## src/design/apsw_consts.svh

```systemverilog
// Overview of operation
// - Stream-disable set: cut each secondary write into memory at 32-byte line edge.
// - Stream-disable resets to 0; while 0, writes stream across lines freely.
// - Size bit 0 forces matching aperture base bit to read 0, ignoring writes.
// - Size bit 1 makes matching aperture base bit ordinary read/write storage.
// - Size register resets to 00h; both base bits held zero, 256 MB aperture.
`ifndef APSW_CONSTS_SVH
`define APSW_CONSTS_SVH

// Register indices and their byte addresses (index times four)
`define APSW_IDX_BFC        10'h0B2
`define APSW_IDX_SIZE       10'h0B4
`define APSW_ADDR_BASE_HI   12'h300
`define APSW_ADDR_CUT_CNT   12'h304

// Field positions
`define APSW_BFC_WSD_BIT    10
`define APSW_SIZE_LSB       4
`define APSW_BASE_LSB       26
`define APSW_WSD_LANE       1
`define APSW_SIZE_LANE      0
`define APSW_BASE_LANE      3

// Reset and read-back values
`define APSW_BFC_RESET      16'hE9F0
`define APSW_BFC_RSVD_MASK  16'hFBFF
`define APSW_SIZE_RESET     2'h0
`define APSW_BASE_RESET     2'h0
`define APSW_WSD_RESET      1'h0

// Line geometry of main memory writes
`define APSW_LINE_BYTES     32
`define APSW_BEAT_BYTES     4

// Bus answers
`define APSW_RESP_OKAY      2'h0
`define APSW_RESP_SLVERR    2'h2

`endif

```

## src/design/apsw_pkg.sv

```systemverilog
package apsw_pkg;

    // State of the register bank and its bus slave
    typedef struct packed {
        logic        awready;
        logic        wready;
        logic        bvalid;
        logic [1:0]  bresp;
        logic        arready;
        logic        rvalid;
        logic [1:0]  rresp;
        logic [31:0] rdata;
        logic        aw_have;
        logic [11:0] aw_addr;
        logic        w_have;
        logic [31:0] w_data;
        logic [3:0]  w_strb;
        logic        wsd;
        logic [1:0]  size;
        logic [1:0]  base;
    } apsw_regs_t;

    // State of the line cutter
    typedef struct packed {
        logic        cut;
        logic [15:0] count;
    } apsw_cut_t;

endpackage

```

## src/design/apsw_regs.sv

```systemverilog
`timescale 1ns/1ps
`default_nettype none
`include "apsw_consts.svh"

module apsw_regs
    import apsw_pkg::*;
#(
    parameter int LINE_BYTES = `APSW_LINE_BYTES,
    parameter int BEAT_BYTES = `APSW_BEAT_BYTES
) (
    // Clock and reset
    input  wire logic                          aclk,
    input  wire logic                          aresetn,
    // AXI4-Lite write address
    input  wire logic [11:0]                   s_axi_awaddr,
    input  wire logic                          s_axi_awvalid,
    output logic                               s_axi_awready,
    // AXI4-Lite write data
    input  wire logic [31:0]                   s_axi_wdata,
    input  wire logic [3:0]                    s_axi_wstrb,
    input  wire logic                          s_axi_wvalid,
    output logic                               s_axi_wready,
    // AXI4-Lite write response
    output logic [1:0]                         s_axi_bresp,
    output logic                               s_axi_bvalid,
    input  wire logic                          s_axi_bready,
    // AXI4-Lite read address
    input  wire logic [11:0]                   s_axi_araddr,
    input  wire logic                          s_axi_arvalid,
    output logic                               s_axi_arready,
    // AXI4-Lite read data
    output logic [31:0]                        s_axi_rdata,
    output logic [1:0]                         s_axi_rresp,
    output logic                               s_axi_rvalid,
    input  wire logic                          s_axi_rready,
    // Secondary write beats into main memory
    input  wire logic                          sec_wr_beat_valid,
    input  wire logic [$clog2(LINE_BYTES)-1:0] sec_wr_beat_offset,
    // Bridge controls
    output logic                               sec_wr_line_cut,
    output logic                               secondary_write_stream_disable,
    output logic [1:0]                         aperture_size_bits,
    output logic [1:0]                         aperture_base_bits
);

    ////////////////////////////////////////////////////////////////////////////////
    // Address decode

    typedef enum logic [2:0] {
        SEL_NONE, SEL_BFC, SEL_SIZE, SEL_BASE, SEL_CNT
    } apsw_sel_t;

    // Shared by the read and write paths so both see one map
    function automatic apsw_sel_t decode(input logic [11:0] a);
        if (a == {`APSW_IDX_BFC, 2'b00}) begin
            return SEL_BFC;
        end else if (a == {`APSW_IDX_SIZE, 2'b00}) begin
            return SEL_SIZE;
        end else if (a == `APSW_ADDR_BASE_HI) begin
            return SEL_BASE;
        end else if (a == `APSW_ADDR_CUT_CNT) begin
            return SEL_CNT;
        end else begin
            return SEL_NONE;
        end
    endfunction

    apsw_regs_t  st_reg;
    apsw_regs_t  st_next;
    logic        line_cut;
    logic [15:0] cut_count;
    logic [15:0] bfc_view;
    logic [7:0]  size_view;
    logic [31:0] base_view;
    logic [1:0]  wr_base;
    apsw_sel_t   wsel;
    apsw_sel_t   rsel;
    logic        do_write;

    ////////////////////////////////////////////////////////////////////////////////
    // Line cutter

    apsw_line_cut #(
        .LINE_BYTES (LINE_BYTES),
        .BEAT_BYTES (BEAT_BYTES)
    ) u_cut (
        .aclk           (aclk),
        .aresetn        (aresetn),
        .stream_disable (st_reg.wsd),
        .beat_valid     (sec_wr_beat_valid),
        .beat_offset    (sec_wr_beat_offset),
        .line_cut       (line_cut),
        .cut_count      (cut_count)
    );

    ////////////////////////////////////////////////////////////////////////////////
    // Read views

    // Reserved control bits read back their reset pattern
    assign bfc_view  = (`APSW_BFC_RESET & `APSW_BFC_RSVD_MASK)
                     | (16'(st_reg.wsd) << `APSW_BFC_WSD_BIT);
    assign size_view = 8'(st_reg.size) << `APSW_SIZE_LSB;
    assign base_view = 32'(st_reg.base & st_reg.size) << `APSW_BASE_LSB;
    assign wsel      = decode(st_reg.aw_addr);
    assign rsel      = decode(s_axi_araddr);
    assign do_write  = st_reg.aw_have && st_reg.w_have && !st_reg.bvalid;
    assign wr_base   = st_reg.w_data[`APSW_BASE_LSB +: 2];

    ////////////////////////////////////////////////////////////////////////////////
    // Bus slave and registers

    always_comb begin
        st_next = st_reg;
        // Address and data are taken independently, in either order
        if (s_axi_awvalid && st_reg.awready) begin
            st_next.aw_have = 1'b1;
            st_next.aw_addr = s_axi_awaddr;
        end
        if (s_axi_wvalid && st_reg.wready) begin
            st_next.w_have = 1'b1;
            st_next.w_data = s_axi_wdata;
            st_next.w_strb = s_axi_wstrb;
        end
        if (st_reg.bvalid && s_axi_bready) begin
            st_next.bvalid = 1'b0;
        end
        // Write lands one cycle after both halves are held
        if (do_write) begin
            st_next.aw_have = 1'b0;
            st_next.w_have  = 1'b0;
            st_next.bvalid  = 1'b1;
            st_next.bresp   = `APSW_RESP_OKAY;
            unique case (wsel)
                SEL_BFC: begin
                    if (st_reg.w_strb[`APSW_WSD_LANE]) begin
                        st_next.wsd = st_reg.w_data[`APSW_BFC_WSD_BIT];
                    end
                end
                SEL_SIZE: begin
                    if (st_reg.w_strb[`APSW_SIZE_LANE]) begin
                        st_next.size = st_reg.w_data[`APSW_SIZE_LSB +: 2];
                        // Closing a size bit drops the stored base bit too
                        st_next.base = st_reg.base & st_next.size;
                    end
                end
                SEL_BASE: begin
                    if (st_reg.w_strb[`APSW_BASE_LANE]) begin
                        st_next.base = wr_base & st_reg.size;
                    end
                end
                SEL_CNT: begin
                    // Counter is read-only; the write is accepted and dropped
                end
                SEL_NONE: begin
                    st_next.bresp = `APSW_RESP_SLVERR;
                end
            endcase
        end
        // Read answers one cycle after the address is taken
        if (st_reg.rvalid && s_axi_rready) begin
            st_next.rvalid = 1'b0;
        end
        if (s_axi_arvalid && st_reg.arready) begin
            st_next.rvalid = 1'b1;
            st_next.rresp  = `APSW_RESP_OKAY;
            unique case (rsel)
                SEL_BFC:  st_next.rdata = 32'(bfc_view);
                SEL_SIZE: st_next.rdata = 32'(size_view);
                SEL_BASE: st_next.rdata = base_view;
                SEL_CNT:  st_next.rdata = 32'(cut_count);
                SEL_NONE: begin
                    st_next.rdata = 32'h00000000;
                    st_next.rresp = `APSW_RESP_SLVERR;
                end
            endcase
        end
        // One write and one read outstanding at most
        st_next.awready = !st_next.aw_have && !st_next.bvalid && !do_write;
        st_next.wready  = !st_next.w_have && !st_next.bvalid && !do_write;
        st_next.arready = !st_next.rvalid;
    end

    // Synchronous reset; ready lines rise the cycle after release
    always_ff @(posedge aclk) begin
        if (!aresetn) begin
            st_reg      <= '0;
            st_reg.wsd  <= `APSW_WSD_RESET;
            st_reg.size <= `APSW_SIZE_RESET;
            st_reg.base <= `APSW_BASE_RESET;
        end else begin
            st_reg <= st_next;
        end
    end

    ////////////////////////////////////////////////////////////////////////////////
    // Outputs

    assign s_axi_awready                  = st_reg.awready;
    assign s_axi_wready                   = st_reg.wready;
    assign s_axi_bvalid                   = st_reg.bvalid;
    assign s_axi_bresp                    = st_reg.bresp;
    assign s_axi_arready                  = st_reg.arready;
    assign s_axi_rvalid                   = st_reg.rvalid;
    assign s_axi_rresp                    = st_reg.rresp;
    assign s_axi_rdata                    = st_reg.rdata;
    assign sec_wr_line_cut                = line_cut;
    assign secondary_write_stream_disable = st_reg.wsd;
    assign aperture_size_bits             = st_reg.size;
    assign aperture_base_bits             = st_reg.base;
endmodule // apsw_regs

`default_nettype wire

```

## src/design/apsw_line_cut.sv

```systemverilog
`timescale 1ns/1ps
`default_nettype none
`include "apsw_consts.svh"

module apsw_line_cut
    import apsw_pkg::*;
#(
    parameter int LINE_BYTES = `APSW_LINE_BYTES,
    parameter int BEAT_BYTES = `APSW_BEAT_BYTES
) (
    // Clock and reset
    input  wire logic                          aclk,
    input  wire logic                          aresetn,
    // Control
    input  wire logic                          stream_disable,
    // Secondary write beats into main memory
    input  wire logic                          beat_valid,
    input  wire logic [$clog2(LINE_BYTES)-1:0] beat_offset,
    // Results
    output logic                               line_cut,
    output logic [15:0]                        cut_count
);

    localparam logic [$clog2(LINE_BYTES)-1:0] LAST_OFF =
        ($clog2(LINE_BYTES))'(LINE_BYTES - BEAT_BYTES);
    localparam logic [$clog2(LINE_BYTES)-1:0] BEAT_MASK =
        ($clog2(LINE_BYTES))'(BEAT_BYTES - 1);

    apsw_cut_t st_reg;
    apsw_cut_t st_next;
    logic      last_beat;

    // A beat that fills the last word of a line closes the line
    assign last_beat = beat_valid && ((beat_offset & ~BEAT_MASK) == LAST_OFF);

    // Cut pulse follows the closing beat; the bridge ends the burst on it
    always_comb begin
        st_next     = st_reg;
        st_next.cut = stream_disable && last_beat;
        if (stream_disable && last_beat) begin
            st_next.count = st_reg.count + 16'h0001;
        end
    end

    // Counter wraps; software reads deltas, so saturation buys nothing
    always_ff @(posedge aclk) begin
        if (!aresetn) begin
            st_reg <= '0;
        end else begin
            st_reg <= st_next;
        end
    end

    assign line_cut  = st_reg.cut;
    assign cut_count = st_reg.count;
endmodule // apsw_line_cut

`default_nettype wire

```

## config.mk

```make
export PLATFORM = sky130hd
export DESIGN_NAME = apsw_regs
export DESIGN_NICKNAME = d
export VERILOG_FILES = /design/src/design/apsw_pkg.sv /design/src/design/apsw_regs.sv /design/src/design/apsw_line_cut.sv
export VERILOG_INCLUDE_DIRS = /design/src /design/src/design
export SDC_FILE = /design/constraint.sdc
export NUM_CORES = 1
export LEC_CHECK = 0
export BUFFER_PORTS_ARGS = -buffer_cell sky130_fd_sc_hd__buf_2
export CORE_AREA = 3 3 82 84
export CTS_CLUSTER_DIAMETER = 100
export DETAILED_ROUTE_END_ITERATION = 16
export DIE_AREA = 0 0 85 87
export PLACE_DENSITY_LB_ADDON = 0.2
export SLEW_MARGIN = 10
export SYNTH_ARGS = -nofsm -noshare
export SYNTH_HDL_FRONTEND = slang
export SYNTH_SLANG_ARGS = --single-unit
```

## constraint.sdc

```tcl
create_clock -name aclk -period 2.5 [get_ports aclk]
set_input_delay 0.125 -clock aclk [delete_from_list [all_inputs] [get_ports aclk]]
set_output_delay 0.125 -clock aclk [all_outputs]
set_load 0.01 [all_outputs]
```

==> Implementation_results.wiki <==
{| class="wikitable"
! Metric !! Value
|-
| Outcome || completed
|-
| Standard cell core area || ~6000 um^2
|-
| Gr usage total || 19.5%
|-
| Power Density || 607 nW/um^2
|-
| Share of the cycle needed by the critical path after routing || 75.7%
|-
| Post-Route Hold Slack || 0.0163 ns
|-
| Total global routing overflow || 0
|-
| Clock network power share || a little under two fifths
|-
| Simple-gate share of the synthesized area || a little over a quarter
|-
| Post-layout min period || roughly 1.9 ns
|-
| Filler cell count in the final layout || 562
|-
| Largest family of logic cells by synthesized area || simple AND/OR/NAND/NOR gates
|-
| Sequential share of the synthesized area || 43.3%
|-
| Peak supply drop || ~410 uV
|-
| Hold bufs inserted after CTS || 0
|-
| Number of gates given a new drive strength after cts || 0
|-
| Share of post-route cells with drive strength above 1 || ~22%
|-
| Area added between synthesis and finish || 9.85%
|-
| Total detailed-routing wirelength || around 7.1 mm
|-
| Adder-Cell Fraction of Synth Area || 0.392%
|-
| Compound-Gate Fraction of Synth Area || ~15%
|-
| Setup violation total in the final timing report || 0
|-
| HP Class || in2reg
|-
| Number of port buffers || 73
|-
| Critical-path cell list || nand4_1, or3_1, or4_1, a21oi_1
|-
| Number of max-cap violations || 0
|-
| Required time at the endpoint of the critical path || approximately 2.8 ns
|-
| Antenna diode count || 0
|-
| Most common flop cell mapped by yosys || sky130_fd_sc_hd__dfxtp_1
|-
| Number of distinct library cell variants in the gate-level netlist after synthesis || 45
|-
| Layout net count || between 500 and 600
|-
| Overall via count from detail_route || ~2,800
|-
| Endpoint of the worst hold-timing path || st_reg[14]
|-
| Clock skew || approximately 0.01 ns
|-
| Number of flip-flops in the largest register || 22
|-
| Global-route wire length before repair || around 12 mm
|-
| Count of flip-flops with a built-in enable after synthesis || 0
|-
| Worst-Margin Slew || about 0.84 ns
|-
| Cell accounting for the most synthesized area || sky130_fd_sc_hd__dfxtp_1
|-
| Area enclosed by the die boundary || ~7400 um^2
|-
| Relative slew slack || around 44%
|-
| Core occupancy in the finished layout || roughly three fifths
|-
| Std cell rows || 28
|-
| Relative contribution of sequential cells to total power || 54.4%
|-
| Post-route DRC || 0
|-
| Final antenna-violating net count || 0
|-
| Post-synthesis mux area share || less than 1%
|-
| Switching part of the total || between 20% and 30%
|-
| Internal portion of total power || 1.59 mW
|-
| Arrival time at the worst endpoint || between 2 and 2.5 ns
|-
| Chip Width || roughly 85 um
|-
| Final-report hold violation count || 0
|-
| Worst setup SP type || flip-flop
|-
| Launch point of the worst reg-to-reg path || u_cut.cut_count[7]
|-
| Clock buffer count from CTS || 9
|-
| Average detailed-routed wire length per instance || between 10 and 15 um
|-
| Clock root buffer || sky130_fd_sc_hd__clkbuf_8
|-
| Share of Yosys cell area claimed by the top area cell type || 43.3%
|-
| Pwr Total || about 2.1 mW
|-
| Combinational share of power || 8.5%
|-
| Longest individual stage delay on the worst path || between 0.5 and 0.6 ns
|-
| Vias per inst || roughly 5.4
|-
| Total Negative Setup Slacks || 0 ns
|-
| Die Ht || about 87 um
|-
| Clock-pin slew of the registers on the worst-case setup and hold paths || 0.07 ns
|-
| FF-to-FF path depth || 4
|-
| Cell area after technology mapping || between 3000 and 4000 um^2
|-
| Initial cell density of the core || roughly 53%
|-
| Drt first pass iters || 5
|-
| Number of antenna violations at the first check in global routing || 0
|-
| Critical path type || reg2reg
|-
| Most common cell after layout, fill and taps aside || sky130_fd_sc_hd__buf_2
|-
| RSZ-0062 raised after global routing || false
|-
| Clock tree from TritonCTS || built
|-
| Commonest cells after routing, fill and taps aside || sky130_fd_sc_hd__buf_2, sky130_fd_sc_hd__dfxtp_1, sky130_fd_sc_hd__nand2_1
|-
| Maximum clock frequency || between 500 and 600 MHz
|-
| Post-layout worst setup margin || 0.608 ns
|-
| Count of boundary I/O pins || 120
|-
| Pin count of the biggest net entering global routing || 50
|-
| Number of H-tree branching levels || 3
|-
| Most area-consuming cells after synthesis || sky130_fd_sc_hd__dfxtp_1, sky130_fd_sc_hd__buf_4, sky130_fd_sc_hd__a21oi_1
|-
| Worst R2R End || u_cut.cut_count[13]
|-
| Clock network latency to the later pin of the worst-skew pair || between 0.3 and 0.4 ns
|-
| Violation count after the first detailed-routing iteration || between 200 and 250
|-
| Vias in the first global route || about 2,500
|-
| Worst slack after detailed placement || 0.649 ns
|-
| Static leakage power || between 1 and 1.5 nW
|-
| Kind of end point of the critical path || flip-flop
|-
| Register-to-Register Setup Slack || between 0.6 and 0.7 ns
|-
| Hold depth || 3
|-
| Mean area per synthesized cell || approximately 8.1 um^2
|-
| Maximum buffer depth of the clock tree || 2
|-
| Net Sw Power || about 0.54 mW
|-
| Worst path slowest cell || sky130_fd_sc_hd__or4_1
|-
| Clock Sink Count || 69
|-
| Async set-reset flop share out of synthesis || 0%
|-
| Number of cells produced by synthesis || 392
|-
| Slew Viols, Final || 0
|-
| Synth Area in XOR/XNOR || under 10%
|-
| Buffers inserted during post-CTS setup optimization || 0
|-
| HPWL reported at the end of detailed placement || between 4 and 5 mm
|-
| Routability congestion estimate || approximately 0.79
|-
| Crit Path Max Fanout || 10
|-
| Worst Hold Launch || s_axi_wdata[5]
|-
| Count of yosys warnings during synthesis || 0
|-
| Number of register bits inferred by synthesis || between 60 and 70
|}
==> kinds of logic after synthesis <==
| logic type | count (synthesis) |
|---|---|
| and+or+nand+nor | 161 |
| AOI/OAI and AO/OA | 87 |
| DFF | 69 |
| buffers and inverters | 65 |
| xor gates and xnor gates | 7 |
| adders and majority gates | 1 |
| other | 1 |
| muxes | 1 |
==> per-layer routing <==
metal,vias up,share of wire [%],global-route usage [%]
met5,-,0,0
met4,0,0.56,7.34
met3,4,6.9,4.54
met2,104,44,30.0
met1,1245,48,26.7
li1,1405,-,-
==> worst max-delay path by stage <==
stage	from	endpoint	slack, ns	cells past startpoint
after global routing	u_cut.cut_count[7]	u_cut.cut_count[15]	0.45	4
after floorplan	u_cut.cut_count[7]	u_cut.cut_count[15]	0.80	5
after CTS	u_cut.cut_count[3]	u_cut.cut_count[13]	0.61	4
final	u_cut.cut_count[7]	u_cut.cut_count[13]	0.61	4
after detailed placement	u_cut.cut_count[3]	u_cut.cut_count[13]	0.65	4
after global placement	u_cut.cut_count[3]	u_cut.cut_count[13]	0.70	4
==> final cells by class <==
cell class,count,area (um^2),share of cell area [%]
tap,75,93.8,2.68
clock buffer,12,145,4.14
sequential,69,1380,39.4
clock inverter,4,23.8,0.679
timing repair buffer,75,380,10.9
multi-input combinational,273,1460,41.7
inverter,5,18.8,0.536
==> critical path, delay by kind of cell (launching register included) <==
kind,cells,cell delay (ns)
flip-flops,1,0.43
AO/OA/AOI/OAI,1,0.15
AND/OR/NAND/NOR,3,1.23
==> Yosys cell counts (3+ instances only) <==
cell type	instances
sky130_fd_sc_hd__dfxtp_1	69
sky130_fd_sc_hd__nand2_1	62
sky130_fd_sc_hd__a21oi_1	53
sky130_fd_sc_hd__buf_4	40
sky130_fd_sc_hd__nand3_1	20
sky130_fd_sc_hd__nand4_1	18
sky130_fd_sc_hd__clkbuf_1	17
sky130_fd_sc_hd__nor2_1	14
sky130_fd_sc_hd__o21ai_0	13
sky130_fd_sc_hd__nor3_1	7
sky130_fd_sc_hd__o21ai_1	6
sky130_fd_sc_hd__o31ai_1	6
sky130_fd_sc_hd__or4_1	6
sky130_fd_sc_hd__and2_1	5
sky130_fd_sc_hd__xor2_1	5
sky130_fd_sc_hd__a31oi_1	4
sky130_fd_sc_hd__and3_1	4
sky130_fd_sc_hd__or3_1	4
sky130_fd_sc_hd__inv_1	3
sky130_fd_sc_hd__nor2b_1	3
sky130_fd_sc_hd__o22ai_1	3
==> through the flow <==
| stage | cell area, um^2 | cells |
|---|---|---|
| floorplan | 3250 | 407 |
| global placement | 3330 | 497 |
| detailed placement | 3330 | 497 |
| CTS | 3500 | 513 |
| global route | 3500 | 513 |
| finish | 3500 | 513 |
==> power groups by stage <==
| stage | Clock [mW] | Sequential (mW) | Combinational [mW] |
|---|---|---|---|
| 2_1_floorplan | 0 | 1.18 | 0.143 |
| 3_3_place_gp | 0 | 1.18 | 0.177 |
| 3_5_place_dp | 0 | 1.18 | 0.181 |
| 4_1_cts | 0.810 | 1.16 | 0.181 |
| 5_1_grt | 0.855 | 1.16 | 0.204 |
| 6_report | 0.789 | 1.16 | 0.181 |
(Power assumes the default switching activity.)
